===== config.mk =====
export PLATFORM = sky130hd
export DESIGN_NAME = nva_arbiter
export DESIGN_NICKNAME = d
export VERILOG_FILES = /design/src/rtl/nva_pkg.sv /design/src/rtl/nva_pin_if.sv /design/src/rtl/nva_arbiter.sv /design/src/rtl/nva_edge_sync.sv
export VERILOG_INCLUDE_DIRS = /design/src /design/src/rtl
export SDC_FILE = /design/constraint.sdc
export NUM_CORES = 1
export LEC_CHECK = 0
export ABC_CLOCK_PERIOD_IN_PS = 7350
export BUFFER_PORTS_ARGS = -buffer_cell sky130_fd_sc_hd__buf_2
export CORE_AREA = 2 2 129 131
export CTS_CLUSTER_DIAMETER = 60
export DETAILED_ROUTE_END_ITERATION = 10
export DIE_AREA = 0 0 131 133
export PLACE_DENSITY_LB_ADDON = 0.3
export REMOVE_ABC_BUFFERS = 1
export SYNTH_ARGS = -nofsm -noshare
export SYNTH_HDL_FRONTEND = slang
export SYNTH_SLANG_ARGS = --single-unit

===== constraint.sdc =====
create_clock -name clock -period 7.35 [get_ports clock]
set_input_delay 1.47 -clock clock [delete_from_list [all_inputs] [get_ports clock]]
set_output_delay 1.47 -clock clock [all_outputs]
set_load 0.02 [all_outputs]

===== src/rtl/nva_params.svh =====
`ifndef NVA_PARAMS_SVH
`define NVA_PARAMS_SVH

// ****************************************
// maskable window
// ****************************************
// index 0 of the request vector is default priority 19
`define NVA_MASK_FIRST_PRIO 19
`define NVA_MASK_COUNT 26
`define NVA_IDX_W 5
// exception code of index i is base plus i times sixteen
`define NVA_CODE_BASE 16'h01B0
`define NVA_CODE_STEP_SH 4
`define NVA_CODE_LAST 16'h0340
`define NVA_TWOWIRE0_IDX 6
`define NVA_TWOWIRE1_IDX 25

// ****************************************
// non-maskable path
// ****************************************
`define NVA_NMI_CODE 16'h0010
`define NVA_NMI_HANDLER 32'h0000_0010
`define NVA_WD1_MODE 2'h2
`define NVA_WD2_MODE 2'h1
`define NVA_EDGE_RISE_BIT 0
`define NVA_EDGE_FALL_BIT 1
`define NVA_EDGE_NONE 2'h0

`endif


===== src/rtl/nva_pkg.sv =====
package nva_pkg;
  // arbiter states, one-hot
  typedef enum logic [3:0] {
    ST_IDLE = 4'h1,
    ST_OFFER = 4'h2,
    ST_PIN = 4'h4,
    ST_WDOG = 4'h8
  } nva_state_e;
  // kind of request being offered to the core, one-hot
  typedef enum logic [3:0] {
    KIND_MASK = 4'h1,
    KIND_PIN = 4'h2,
    KIND_WD1 = 4'h4,
    KIND_WD2 = 4'h8
  } nva_kind_e;
  typedef logic [15:0] nva_code_t;
endpackage


===== src/rtl/nva_pin_if.sv =====
interface nva_pin_if;
  logic [1:0] edge_sel;
  logic pin_edge;
  modport detect(input edge_sel, output pin_edge);
  modport user(output edge_sel, input pin_edge);
endinterface


===== src/rtl/nva_arbiter.sv =====
`include "nva_params.svh"

// Summary of operation
// RL1 - smallest default priority number is the most urgent
// RL2 - simultaneous maskable requests are picked by fixed default order
// RL3 - serial ports map to priorities 19-21, 41-43 with their codes
// RL4 - interval timer matches use priorities 22, 23, codes 01E0H, 01F0H
// RL5 - timers 2 to 5 use priorities 31-34, 36-39, codes 0270H-02F0H
// RL6 - auto serial, converter, key, watch sources use 24, 26-29
// RL7 - baud match 30, second auto serial 35, clocked serial 40
// RL8 - two-wire sources 25 and 44 exist only when fitted
// RL9 - handler address equals exception code zero-extended to 32 bits
// RL10 - acceptance saves return address into the matching save register
// RL11 - abandoned load, divide or frame instruction saves its own address
// RL12 - software subtracts four from saved address for a bad opcode
// RL13 - non-maskable requests ignore disable state and beat maskable ones
// RL14 - three non-maskable sources: pin, watchdog one, watchdog two
// RL15 - pin edge selectable as rising, falling, both or none
// RL16 - watchdog one raises a request only when its mode bits are 10
// RL17 - watchdog two raises a request only when its mode bits are 01
// RL18 - coincident order is watchdog two, watchdog one, pin; rest dropped
// RL19 - new pin request during pin service waits for the return
// RL20 - watchdog one during pin service waits while in-service flag set
// RL21 - watchdog one pre-empts pin service once in-service flag cleared
// RL22 - watchdog handlers end with a system reset, not a return
// RL23 - watchdog two pre-empts pin service whatever the flag holds
// RL24 - acceptance saves state, writes cause 0010H, sets flags, clears exception flag
// RL25 - pin edge selection is none after reset

module nva_arbiter #(
  parameter bit TWOWIRE_FITTED = 1'b1,
  parameter int MASK_COUNT = `NVA_MASK_COUNT
) (
  // clock and reset
  input wire logic clock,
  input wire logic reset,
  // maskable sources, bit 0 is default priority 19
  input wire logic [MASK_COUNT-1:0] maskable_req,
  output logic [MASK_COUNT-1:0] maskable_taken_r,
  // non-maskable pin and its edge selection
  input wire logic nmi_pin,
  input wire logic edge_sel_wr,
  input wire logic [1:0] edge_sel_data,
  output logic [1:0] edge_sel_r,
  // watchdog overflows and their mode bits
  input wire logic wdog1_overflow_nmi,
  input wire logic wdog2_overflow_nmi,
  input wire logic wdog1_mode_bit_hi,
  input wire logic wdog1_mode_bit_lo,
  input wire logic wdog2_mode_bit_hi,
  input wire logic wdog2_mode_bit_lo,
  // core state and events
  input wire logic global_irq_disabled_state,
  input wire logic core_ack,
  input wire logic irq_return_instruction,
  input wire logic nmi_in_service_clear_wr,
  input wire logic abandon_instr,
  input wire logic [31:0] following_instruction_address,
  input wire logic [31:0] current_instruction_address,
  input wire logic [31:0] status_word,
  // vector offered to the core
  output logic irq_valid_r,
  output logic irq_nmi_r,
  output logic [15:0] irq_code_r,
  output logic [31:0] handler_addr_r,
  // saved state and status flags
  output logic [31:0] maskable_return_pc_save_r,
  output logic [31:0] nonmaskable_return_pc_save_r,
  output logic [31:0] nonmaskable_status_save_r,
  output logic [15:0] nonmaskable_cause_field_r,
  output logic nmi_in_service_flag_r,
  output logic interrupt_disable_flag_r,
  output logic exception_active_flag_r
);

  // ****************************************
  // elaboration check
  // ****************************************
  if (MASK_COUNT != `NVA_MASK_COUNT) begin : g_bad_count
    $error("maskable source count must match the code table");
  end

  // ****************************************
  // declarations
  // ****************************************
  nva_pkg::nva_state_e state_r;
  nva_pkg::nva_state_e state_nxt;
  nva_pkg::nva_kind_e kind_r;
  nva_pkg::nva_kind_e kind_nxt;
  logic pend_pin_r;
  logic pend_wd1_r;
  logic pend_wd2_r;
  logic [`NVA_IDX_W-1:0] idx_r;
  nva_pin_if pin_if ();

  // ****************************************
  // pin edge detection
  // ****************************************
  assign pin_if.edge_sel = edge_sel_r;

  nva_edge_sync u_edge (
    .clock(clock),
    .reset(reset),
    .pin_raw(nmi_pin),
    .link(pin_if.detect)
  );

  // edge selection register, none until software picks one
  always_ff @(posedge clock or posedge reset) begin
    if (reset) begin
      edge_sel_r <= `NVA_EDGE_NONE; // [RL25]
    end else if (edge_sel_wr) begin
      edge_sel_r <= edge_sel_data; // [RL15]
    end
  end

  // ****************************************
  // source qualification
  // ****************************************
  // two-wire sources vanish in variants without those buses
  function automatic logic [MASK_COUNT-1:0] fitted_mask();
    logic [MASK_COUNT-1:0] m;
    m = '1;
    if (!TWOWIRE_FITTED) begin
      m[`NVA_TWOWIRE0_IDX] = 1'b0; // [RL8]
      m[`NVA_TWOWIRE1_IDX] = 1'b0; // [RL8]
    end
    return m;
  endfunction

  // lowest index is the most urgent default priority
  function automatic logic [`NVA_IDX_W-1:0] lowest(input logic [MASK_COUNT-1:0] v);
    logic [`NVA_IDX_W-1:0] r;
    r = '0;
    for (int i = MASK_COUNT - 1; i >= 0; i--) begin
      if (v[i]) begin
        r = i[`NVA_IDX_W-1:0]; // [RL1] [RL2]
      end
    end
    return r;
  endfunction

  wire logic [MASK_COUNT-1:0] mask_live = maskable_req & fitted_mask();
  wire logic [`NVA_IDX_W-1:0] mask_idx = lowest(mask_live);
  // linear code table covers priorities 19 to 44
  wire logic [15:0] mask_code = `NVA_CODE_BASE +
    {7'h00, mask_idx, 4'h0}; // [RL3] [RL4] [RL5] [RL6] [RL7]

  // watchdog overflows only count in their own mode
  wire logic wd1_event = wdog1_overflow_nmi &&
    ({wdog1_mode_bit_hi, wdog1_mode_bit_lo} == `NVA_WD1_MODE); // [RL16]
  wire logic wd2_event = wdog2_overflow_nmi &&
    ({wdog2_mode_bit_hi, wdog2_mode_bit_lo} == `NVA_WD2_MODE); // [RL17]
  wire logic pin_event = pin_if.pin_edge;

  // ****************************************
  // selection
  // ****************************************
  wire logic in_idle = (state_r == nva_pkg::ST_IDLE);
  wire logic in_pin = (state_r == nva_pkg::ST_PIN);
  wire logic in_offer = (state_r == nva_pkg::ST_OFFER);
  wire logic nmi_any = pend_wd2_r || pend_wd1_r || pend_pin_r;
  // watchdog two always interrupts pin service
  wire logic can_wd2 = pend_wd2_r && (in_idle || in_pin); // [RL23]
  // watchdog one waits while the in-service flag is still set
  wire logic can_wd1 = pend_wd1_r &&
    (in_idle || (in_pin && !nmi_in_service_flag_r)); // [RL20] [RL21]
  // a pin request during pin service waits for the return
  wire logic can_pin = pend_pin_r && in_idle; // [RL19]
  // maskable only when nothing non-maskable waits
  wire logic can_mask = in_idle && |mask_live && !nmi_any &&
    !global_irq_disabled_state && !interrupt_disable_flag_r; // [RL13]
  wire logic accept = in_offer && core_ack;
  wire logic acc_nmi = accept && (kind_r != nva_pkg::KIND_MASK);
  wire logic acc_mask = accept && (kind_r == nva_pkg::KIND_MASK);
  wire logic pin_ret = in_pin && irq_return_instruction;
  // an offered request yields to a higher non-maskable one
  wire logic outranked =
    (kind_r == nva_pkg::KIND_MASK && nmi_any) ||
    (kind_r == nva_pkg::KIND_PIN && (pend_wd1_r || pend_wd2_r)) ||
    (kind_r == nva_pkg::KIND_WD1 && pend_wd2_r);
  wire logic [31:0] ret_addr = abandon_instr ?
    current_instruction_address : following_instruction_address; // [RL11]

  // next state and kind
  always_comb begin
    state_nxt = state_r;
    kind_nxt = kind_r;
    case (state_r)
      nva_pkg::ST_IDLE, nva_pkg::ST_PIN: begin
        // fixed order among non-maskable requests
        if (can_wd2) begin
          state_nxt = nva_pkg::ST_OFFER;
          kind_nxt = nva_pkg::KIND_WD2; // [RL18]
        end else if (can_wd1) begin
          state_nxt = nva_pkg::ST_OFFER;
          kind_nxt = nva_pkg::KIND_WD1; // [RL18]
        end else if (can_pin) begin
          state_nxt = nva_pkg::ST_OFFER;
          kind_nxt = nva_pkg::KIND_PIN;
        end else if (can_mask) begin
          state_nxt = nva_pkg::ST_OFFER;
          kind_nxt = nva_pkg::KIND_MASK;
        end else if (pin_ret) begin
          state_nxt = nva_pkg::ST_IDLE; // [RL19]
        end
      end
      nva_pkg::ST_OFFER: begin
        if (core_ack) begin
          case (kind_r)
            nva_pkg::KIND_MASK: state_nxt = nva_pkg::ST_IDLE;
            nva_pkg::KIND_PIN: state_nxt = nva_pkg::ST_PIN;
            default: state_nxt = nva_pkg::ST_WDOG;
          endcase
        end else if (outranked) begin
          state_nxt = nva_pkg::ST_IDLE; // [RL13]
        end
      end
      // watchdog service ends only in a system reset
      nva_pkg::ST_WDOG: state_nxt = nva_pkg::ST_WDOG; // [RL22]
      default: state_nxt = nva_pkg::ST_IDLE;
    endcase
  end

  // ****************************************
  // pending requests
  // ****************************************
  // set wins over clear; watchdog service discards every later request
  wire logic take_ev = (state_r != nva_pkg::ST_WDOG);
  wire logic acc_wd = acc_nmi && (kind_r != nva_pkg::KIND_PIN);
  wire logic clr_wd2 = accept && kind_r == nva_pkg::KIND_WD2;
  wire logic clr_wd1 = clr_wd2 || (accept && kind_r == nva_pkg::KIND_WD1);
  wire logic clr_pin = acc_wd || (accept && kind_r == nva_pkg::KIND_PIN);

  always_ff @(posedge clock or posedge reset) begin
    if (reset) begin
      pend_pin_r <= 1'b0;
      pend_wd1_r <= 1'b0;
      pend_wd2_r <= 1'b0;
    end else begin
      pend_wd2_r <= (take_ev && wd2_event) || (pend_wd2_r && !clr_wd2); // [RL14]
      pend_wd1_r <= (take_ev && wd1_event) || (pend_wd1_r && !clr_wd1); // [RL14] [RL18]
      pend_pin_r <= (take_ev && pin_event) || (pend_pin_r && !clr_pin); // [RL14] [RL18]
    end
  end

  // ****************************************
  // state and offered vector
  // ****************************************
  always_ff @(posedge clock or posedge reset) begin
    if (reset) begin
      state_r <= nva_pkg::ST_IDLE;
      kind_r <= nva_pkg::KIND_MASK;
      idx_r <= '0;
    end else begin
      state_r <= state_nxt;
      kind_r <= kind_nxt;
      idx_r <= (in_offer) ? idx_r : mask_idx;
    end
  end

  // vector outputs follow the next state so they line up with valid
  wire logic offer_nxt = (state_nxt == nva_pkg::ST_OFFER);
  wire logic nmi_nxt = (kind_nxt != nva_pkg::KIND_MASK);
  wire logic [15:0] code_nxt = nmi_nxt ? `NVA_NMI_CODE : mask_code;
  wire logic [31:0] hand_nxt = nmi_nxt ? `NVA_NMI_HANDLER :
    {16'h0000, mask_code}; // [RL9]

  always_ff @(posedge clock or posedge reset) begin
    if (reset) begin
      irq_valid_r <= 1'b0;
      irq_nmi_r <= 1'b0;
      irq_code_r <= '0;
      handler_addr_r <= '0;
    end else begin
      irq_valid_r <= offer_nxt;
      if (!in_offer) begin
        irq_nmi_r <= nmi_nxt;
        irq_code_r <= code_nxt;
        handler_addr_r <= hand_nxt;
      end
    end
  end

  // one-cycle taken pulse lets the peripheral drop its request
  always_ff @(posedge clock or posedge reset) begin
    if (reset) begin
      maskable_taken_r <= '0;
    end else begin
      maskable_taken_r <= acc_mask ? (MASK_COUNT'(1) << idx_r) : '0;
    end
  end

  // ****************************************
  // saved state and flags
  // ****************************************
  always_ff @(posedge clock or posedge reset) begin
    if (reset) begin
      maskable_return_pc_save_r <= '0;
      nonmaskable_return_pc_save_r <= '0;
      nonmaskable_status_save_r <= '0;
      nonmaskable_cause_field_r <= '0;
    end else if (acc_mask) begin
      maskable_return_pc_save_r <= ret_addr; // [RL10]
    end else if (acc_nmi) begin
      nonmaskable_return_pc_save_r <= ret_addr; // [RL10]
      nonmaskable_status_save_r <= status_word; // [RL24]
      nonmaskable_cause_field_r <= `NVA_NMI_CODE; // [RL24]
    end
  end

  // acceptance sets the disable flag, and a non-maskable one the in-service flag, over any clear in the same cycle;
  // only a non-maskable acceptance clears the exception flag
  always_ff @(posedge clock or posedge reset) begin
    if (reset) begin
      nmi_in_service_flag_r <= 1'b0;
      interrupt_disable_flag_r <= 1'b0;
      exception_active_flag_r <= 1'b0;
    end else begin
      nmi_in_service_flag_r <= acc_nmi ||
        (nmi_in_service_flag_r && !nmi_in_service_clear_wr && !pin_ret); // [RL24]
      interrupt_disable_flag_r <= accept ||
        (interrupt_disable_flag_r && !irq_return_instruction);
      exception_active_flag_r <= exception_active_flag_r && !acc_nmi; // [RL24]
    end
  end
endmodule


===== src/rtl/nva_edge_sync.sv =====
`include "nva_params.svh"

module nva_edge_sync (
  // clock and reset
  input wire logic clock,
  input wire logic reset,
  // raw pin level
  input wire logic pin_raw,
  // edge selection in, edge pulse out
  nva_pin_if.detect link
);

  logic s1_r;
  logic s2_r;
  logic s3_r;
  logic level_r;
  logic edge_r;

  // a change counts only once stages two and three agree
  wire logic settled = (s2_r == s3_r);
  wire logic moved = settled && (s3_r != level_r);
  wire logic rise_hit = moved && s3_r && link.edge_sel[`NVA_EDGE_RISE_BIT];
  wire logic fall_hit = moved && !s3_r && link.edge_sel[`NVA_EDGE_FALL_BIT];

  // three-stage synchroniser and settled level
  always_ff @(posedge clock or posedge reset) begin
    if (reset) begin
      s1_r <= 1'b0;
      s2_r <= 1'b0;
      s3_r <= 1'b0;
      level_r <= 1'b0;
      edge_r <= 1'b0;
    end else begin
      s1_r <= pin_raw;
      s2_r <= s1_r;
      s3_r <= s2_r;
      level_r <= settled ? s3_r : level_r;
      edge_r <= rise_hit || fall_hit; // [RL15]
    end
  end

  assign link.pin_edge = edge_r;

endmodule


## Yosys cells after proc, flatten, opt, wreduce, memory -nomap -nowiden

Cells that the tools add are included.

- Bits in writable memories: 0
- Bits in registers: 199
- Bits of input ports: 139
- Memories kept: 0
- ROM bits: 0
- Latch bits: 0

- Mux-type cells: 44
- $mul: 0
- Bitwise logic cells: 1
- Shift-type cells: 1
- Magnitude comparators: 0
- Equality and inequality tests: 17
- Reductions and logical operators: 65
- Div/mod/pow operators: 0
- $add $sub $neg: 1

Operators with widths:

| operator | count |
|---|---|
| 2-to-1 mux 5 bit | 26 |
| 2-to-1 mux 4 bit | 12 |
| logical AND 1 bit | 36 |
| 2-to-1 mux 32 bit | 1 |
| 2-to-1 mux 26 bit | 1 |
| OR reduction 26 bit | 1 |
| left shift 1 x 5 -> 26 bit (first input constant) | 1 |
| 2-to-1 mux 10 bit | 2 |
| logical OR 1 bit | 14 |
| == test 4 x 2 -> 1 bit (second input constant) | 3 |
| zero test 1 bit | 12 |
| one-hot mux 4 bit (3 select lines) | 1 |
| adder 9 x 9 -> 10 bit (first input constant) | 1 |
| == test 4 x 1 -> 1 bit (second input constant) | 2 |
| == test 4 x 3 -> 1 bit (second input constant) | 2 |
| == test 4 bit (second input constant) | 2 |
| != test 4 x 1 -> 1 bit (second input constant) | 2 |
| one-hot mux 4 bit (2 select lines) | 1 |
| != test 4 x 2 -> 1 bit (second input constant) | 1 |
| != test 4 bit (second input constant) | 1 |
| == test 2 x 1 -> 1 bit (second input constant) | 1 |
| == test 2 bit (second input constant) | 1 |
| AND reduction 2 bit | 1 |
| OR reduction 2 bit | 1 |
| other kinds (3) | 3 |

## Longest topological paths before layout

- Depth after elaboration: 28
- Mapped depth: 9

## Cells and area by module

A second synthesis with hierarchy kept.

- Cells, all modules: 642
- Area, all modules: 6975.4 um^2

By module, submodules not included:

| module | times used | area an instance (um^2) | cells an instance |
|---|---|---|---|
| nva_arbiter | 1 | 6811.5 | 632 |
| nva_edge_sync | 1 | 163.9 | 10 |

## Worst setup path before layout

No wires, ideal clock.

- Path kind: input to register
- Start: input maskable_req[7]
- End: register irq_code_r[8]
- Stages: 9
- Data arrival time: 3155 ps
- Setup slack: 4074 ps
- Required time: 7229 ps
- Path through: or4_1 > or3_1 > a31oi_1 > nor2_1 > inv_1 > ha_1 > o21ai_0 > xor2_1 > a22o_1

- Cells in the longest elaborated chain, start to end: 12
- Elaborated cells on any way between the ends: 21
- Classes of those cells: 1 x add/sub; 1 x eq/ne; 14 x mux; 5 x reduce/logical

Ends and longest elaborated chain:

| what | line | RTL |
|---|---|---|
| from (decl) | nva_arbiter.sv:38 | `input wire logic [MASK_COUNT-1:0] maskable_req,` |
| branches (longest 11 deep; another with adder 9 x 9 -> 10 bit) | -- |  |
| 2-to-1 mux 10 bit * | nva_arbiter.sv:265 | `` wire logic [15:0] code_nxt = nmi_nxt ? `NVA_NMI_CODE : mask_code; `` |
| to (signal assigned) | nva_arbiter.sv:279 | `irq_code_r <= code_nxt;` |
| to (decl) | nva_arbiter.sv:64 | `output logic [15:0] irq_code_r,` |

Mark *: on every way between the ends.
A chain may end at the register's enable or synchronous reset.

## Worst setup path in the final report

- Start: input maskable_req[7]
- End: register irq_code_r[7]

- Cells in the longest elaborated chain, start to end: 12
- Elaborated cells on any way between the ends: 21
- Classes of those cells: 1 x add/sub; 1 x eq/ne; 14 x mux; 5 x reduce/logical

Ends and longest elaborated chain:

| what | line | RTL |
|---|---|---|
| OR reduction 26 bit | nva_arbiter.sv:171 | `wire logic can_mask = in_idle && \|mask_live && !nmi_any &&` |
| logical AND 1 bit (3 in series) | nva_arbiter.sv:171 |  |
| logical AND 1 bit | nva_arbiter.sv:172 | `!global_irq_disabled_state && !interrupt_disable_flag_r;` |
| 2-to-1 mux 4 bit | nva_arbiter.sv:201 | `end else if (can_mask) begin` |
| 2-to-1 mux 4 bit | nva_arbiter.sv:198 | `end else if (can_pin) begin` |
| 2-to-1 mux 4 bit | nva_arbiter.sv:195 | `end else if (can_wd1) begin` |
| 2-to-1 mux 4 bit | nva_arbiter.sv:192 | `if (can_wd2) begin` |
| 2-to-1 mux 4 bit | nva_arbiter.sv:189 | `case (state_r)` |
| via kind_nxt[2] | nva_arbiter.sv:89 | `nva_pkg::nva_kind_e kind_nxt;` |
| != test 4 x 1 -> 1 bit | nva_arbiter.sv:264 | `wire logic nmi_nxt = (kind_nxt != nva_pkg::KIND_MASK);` |
| 2-to-1 mux 10 bit | nva_arbiter.sv:265 |  |

The timed path passes the listed nets, and every way through them passes these cells.

==> impl_metrics.yaml <==
route:
  num_vias: 5358
  wl_mm: 16.47
  avgViaCountPerCell: 4.700
  firstDrtPassIters: 4
  drc_errors: 0
  drt-initial-drc-count: 171
  antenna_left: 0
  wl_per_cell_um: 14.45
place:
  dpl_cell_area_um2: 8323
  dp_hpwl_mm: 12.24
  place.gp.congestion: 0.8041
  port_buffers: 280
synth:
  synth_fa_ha_area_frac: 0.003230
  synth_top_family_by_area: "simple AND/OR/NAND/NOR gates"
  postSynth.asyncResetShare: 1.000
  synth_edf_count: 0
  ys_seq_area_frac: 0.5638
  netlist_instances: 639
  synth_mux_area_frac: 0.1008
  synth-compound-area-share: 0.1089
  synth.area.top_cells: "dfrtp_1, buf_4, o21ai_0"
  yosysMostFrequentCell: "dfrtp_1"
  yosysWarnings: 0
  yosysUniqueCellTypes: 63
  netlist.area_leader.share: 0.5563
  synth_top_cell_by_area: "dfrtp_1"
  synth_area_um2: 6973
  yosys-top-cells-count: "dfrtp_1, nand2_1, o21ai_0"
  synth_flop_cell: "dfrtp_1"
  synth-seq-cells: 157
  synth.avg_cell_area_um2: 10.91
  synthXorXnorAreaFrac: 0.007536
  synth-simple-area-share: 0.1278
sta:
  rsz0062_at_grt: "no"
  period_share: 0.4400
  fin_crit_ns: 3.234
  clock_skew_ns: 0.007220
  setup_violations: 0
  slew_headroom: 0.3368
  fin_setup_tns_ns: 0
  hold_viol_final: 0
  worst_pin_slew_ns: 0.9949
  fmax_ghz: 0.3092
  slew_viol_final: 0
global_routing:
  antenna_found_initial: 0
  grt_usage: 0.1885
  grt_max_degree: 86
  gr-total-overflow: 0
  grt_pass1_vias: 5053
  grt_pass1_wl_mm: 25.49
clock_network:
  clk_latency_ns: 0.41
  htreeDepth: 4
  clock-sinks: 157
  cts_tree: "done"
  ctsHoldBuffers: 0
  cts_resized: 0
  cts_buffers: 17
  cts_setup_buffers: 0
  path_clk_slew_ns: 0.06
  cts-root-buf: "clkbuf_16"
  cts_buffer_depth: 2
power_and_ir_drop:
  combPwrFrac: 0.322
  clockPowerShare: 0.283
  p_sw_frac: 0.3602
  peakVddDrop_v: 0.0001753
  intPower_mw: 1.994
  pwr_density_cell_nw_per_um2: 349.4
  seqPwrFrac: 0.396
  switchingPower_mw: 1.122
  p_leak_nw: 4.665
final_layout:
  stdcell_area_um2: 8920
  areaGrowthSynthToFinish_pct: 27.92
  fin_nets: 1047
  nFillCells: 1512
  drive_gt1_frac: 0.3989
  num_antenna_cells: 0
die:
  fp-row-count: 47
  dieArea_um2: 17420
  chipHeight_um: 133
  die_w_um: 131
  start_util: 0.4312
  core_area_um2: 16170
  io-pin-count: 332
critical_path:
  required_ns: 7.66
  critPathCaptureType: "flop"
  worstSetupStartpointType: "input pin"
  cp_max_fo: 6
  path_cells: "buf_2 -> nor4_1 -> nand4_1 -> o2111ai_1 -> a31oi_1 -> a211oi_2 -> nor3_4 -> a22o_1"
  arrival_ns: 3.54
  slowest_delay_ns: 0.55
  critical-path-slowest-cell: "nor4_1"
  worstSetupPathType: "input pin to flop"
outcome:
  status: "finished clean"
run:
  drv_cap: 0
worst_hold_path:
  hold_path_class: "flop to flop"
==> critical path, delay by kind of cell <==
kind                   cells  cell delay (ns)
AOI/OAI and AO/OA          4             1.05
buffers and inverters      1             0.12
and+or+nand+nor            3             0.91
==> state kept, by name, summed over array words and instances (netlist names), 2 cells and up <==
| signal | cells |
|---|---|
| nonmaskable_return_pc_save_r | 32 |
| edge_sel_r | 2 |
| nonmaskable_status_save_r | 32 |
| kind_r | 4 |
| state_r | 4 |
| maskable_taken_r | 26 |
| irq_code_r | 6 |
| idx_r | 5 |
| maskable_return_pc_save_r | 32 |
==> final cells by class <==
| type | count | area (um2) | area share |
|---|---|---|---|
| sequential | 157 | 3931 | 0.4407 |
| multi-input combinational | 433 | 2628 | 0.2946 |
| timing repair buffer | 284 | 1431 | 0.1605 |
| clock buffer | 19 | 442.9 | 0.04966 |
| tap | 220 | 275.3 | 0.03086 |
| clock inverter | 13 | 153.9 | 0.01725 |
| inverter | 14 | 57.56 | 0.006453 |
==> power by group through the flow <==
stage / sequential, mW / clock [mW] / combinational (mW)
after floorplan: 1.48 / 0 / 0.411
after global placement: 1.24 / 0 / 0.996
after detailed placement: 1.25 / 0 / 1.01
after CTS: 1.23 / 0.908 / 1.01
after global routing: 1.26 / 0.945 / 1.09
final: 1.23 / 0.881 / 1.00
==> worst paths after layout <==
kind,from,end,slack (ns),cells past startpoint
setup / recovery,maskable_req[7],irq_code_r[7],4.12,8
hold / removal,u_edge.s1_r,u_edge.s2_r,0.35,0
setup reg to reg,state_r[0],nonmaskable_status_save_r[22],4.66,6
hold reg to reg,u_edge.s1_r,u_edge.s2_r,0.35,0
max in group asynchronous,reset,maskable_return_pc_save_r[12],4.74,3
min in group asynchronous,reset,nonmaskable_status_save_r[25],1.17,2
==> layout by cell type, fill, tap and decap left out, drive strengths merged, types with 4 or more instances in the layout <==
cell type    n
a21oi        6
nor2        47
inv         21
dfrtp      155
nand2b       4
nor3         7
clkinvlp     4
a22o         5
conb        51
clkbuf      19
o21ai       80
xnor2        4
nand3b       5
o31ai        6
buf        284
or3          4
nand2       87
mux2i       32
mux2        34
nor4         7
nand3        5
==> logic make-up after synthesis <==
group / after synthesis
other: 1
buffers and inverters: 99
AO/OA/AOI/OAI: 124
XOR/XNOR: 6
multiplexers: 66
adder cells (fa/ha/maj): 2
flip-flops: 157
AND/OR/NAND/NOR: 184
==> per-stage QoR <==
step / utilization / cells / power (mW) / hold WS (ns) / setup slack, ns
floorplan: - / 604 / 1.887 / 0.3312 / 1.648
global placement: 0.5147 / 1108 / 2.231 / 0.3337 / 3.763
detailed placement: 0.5147 / 1108 / 2.258 / 0.3416 / 3.716
CTS: 0.5516 / 1140 / 3.156 / 0.3569 / 4.142
global route: 0.5516 / 1140 / 3.295 / 0.3659 / 3.849
finish: 0.5516 / 1140 / 3.116 / 0.3546 / 4.116
==> per-layer routing <==
layer | share of wire | GRT usage | vias to the layer above
met5 | 0 | 0 | -
met2 | 0.52 | 0.3256 | 175
li1 | - | - | 2642
met3 | 0.057 | 0.03922 | 20
met4 | 0.016 | 0.06678 | 0
met1 | 0.40 | 0.2316 | 2521
Note: power is estimated with default switching activity, not from simulation.
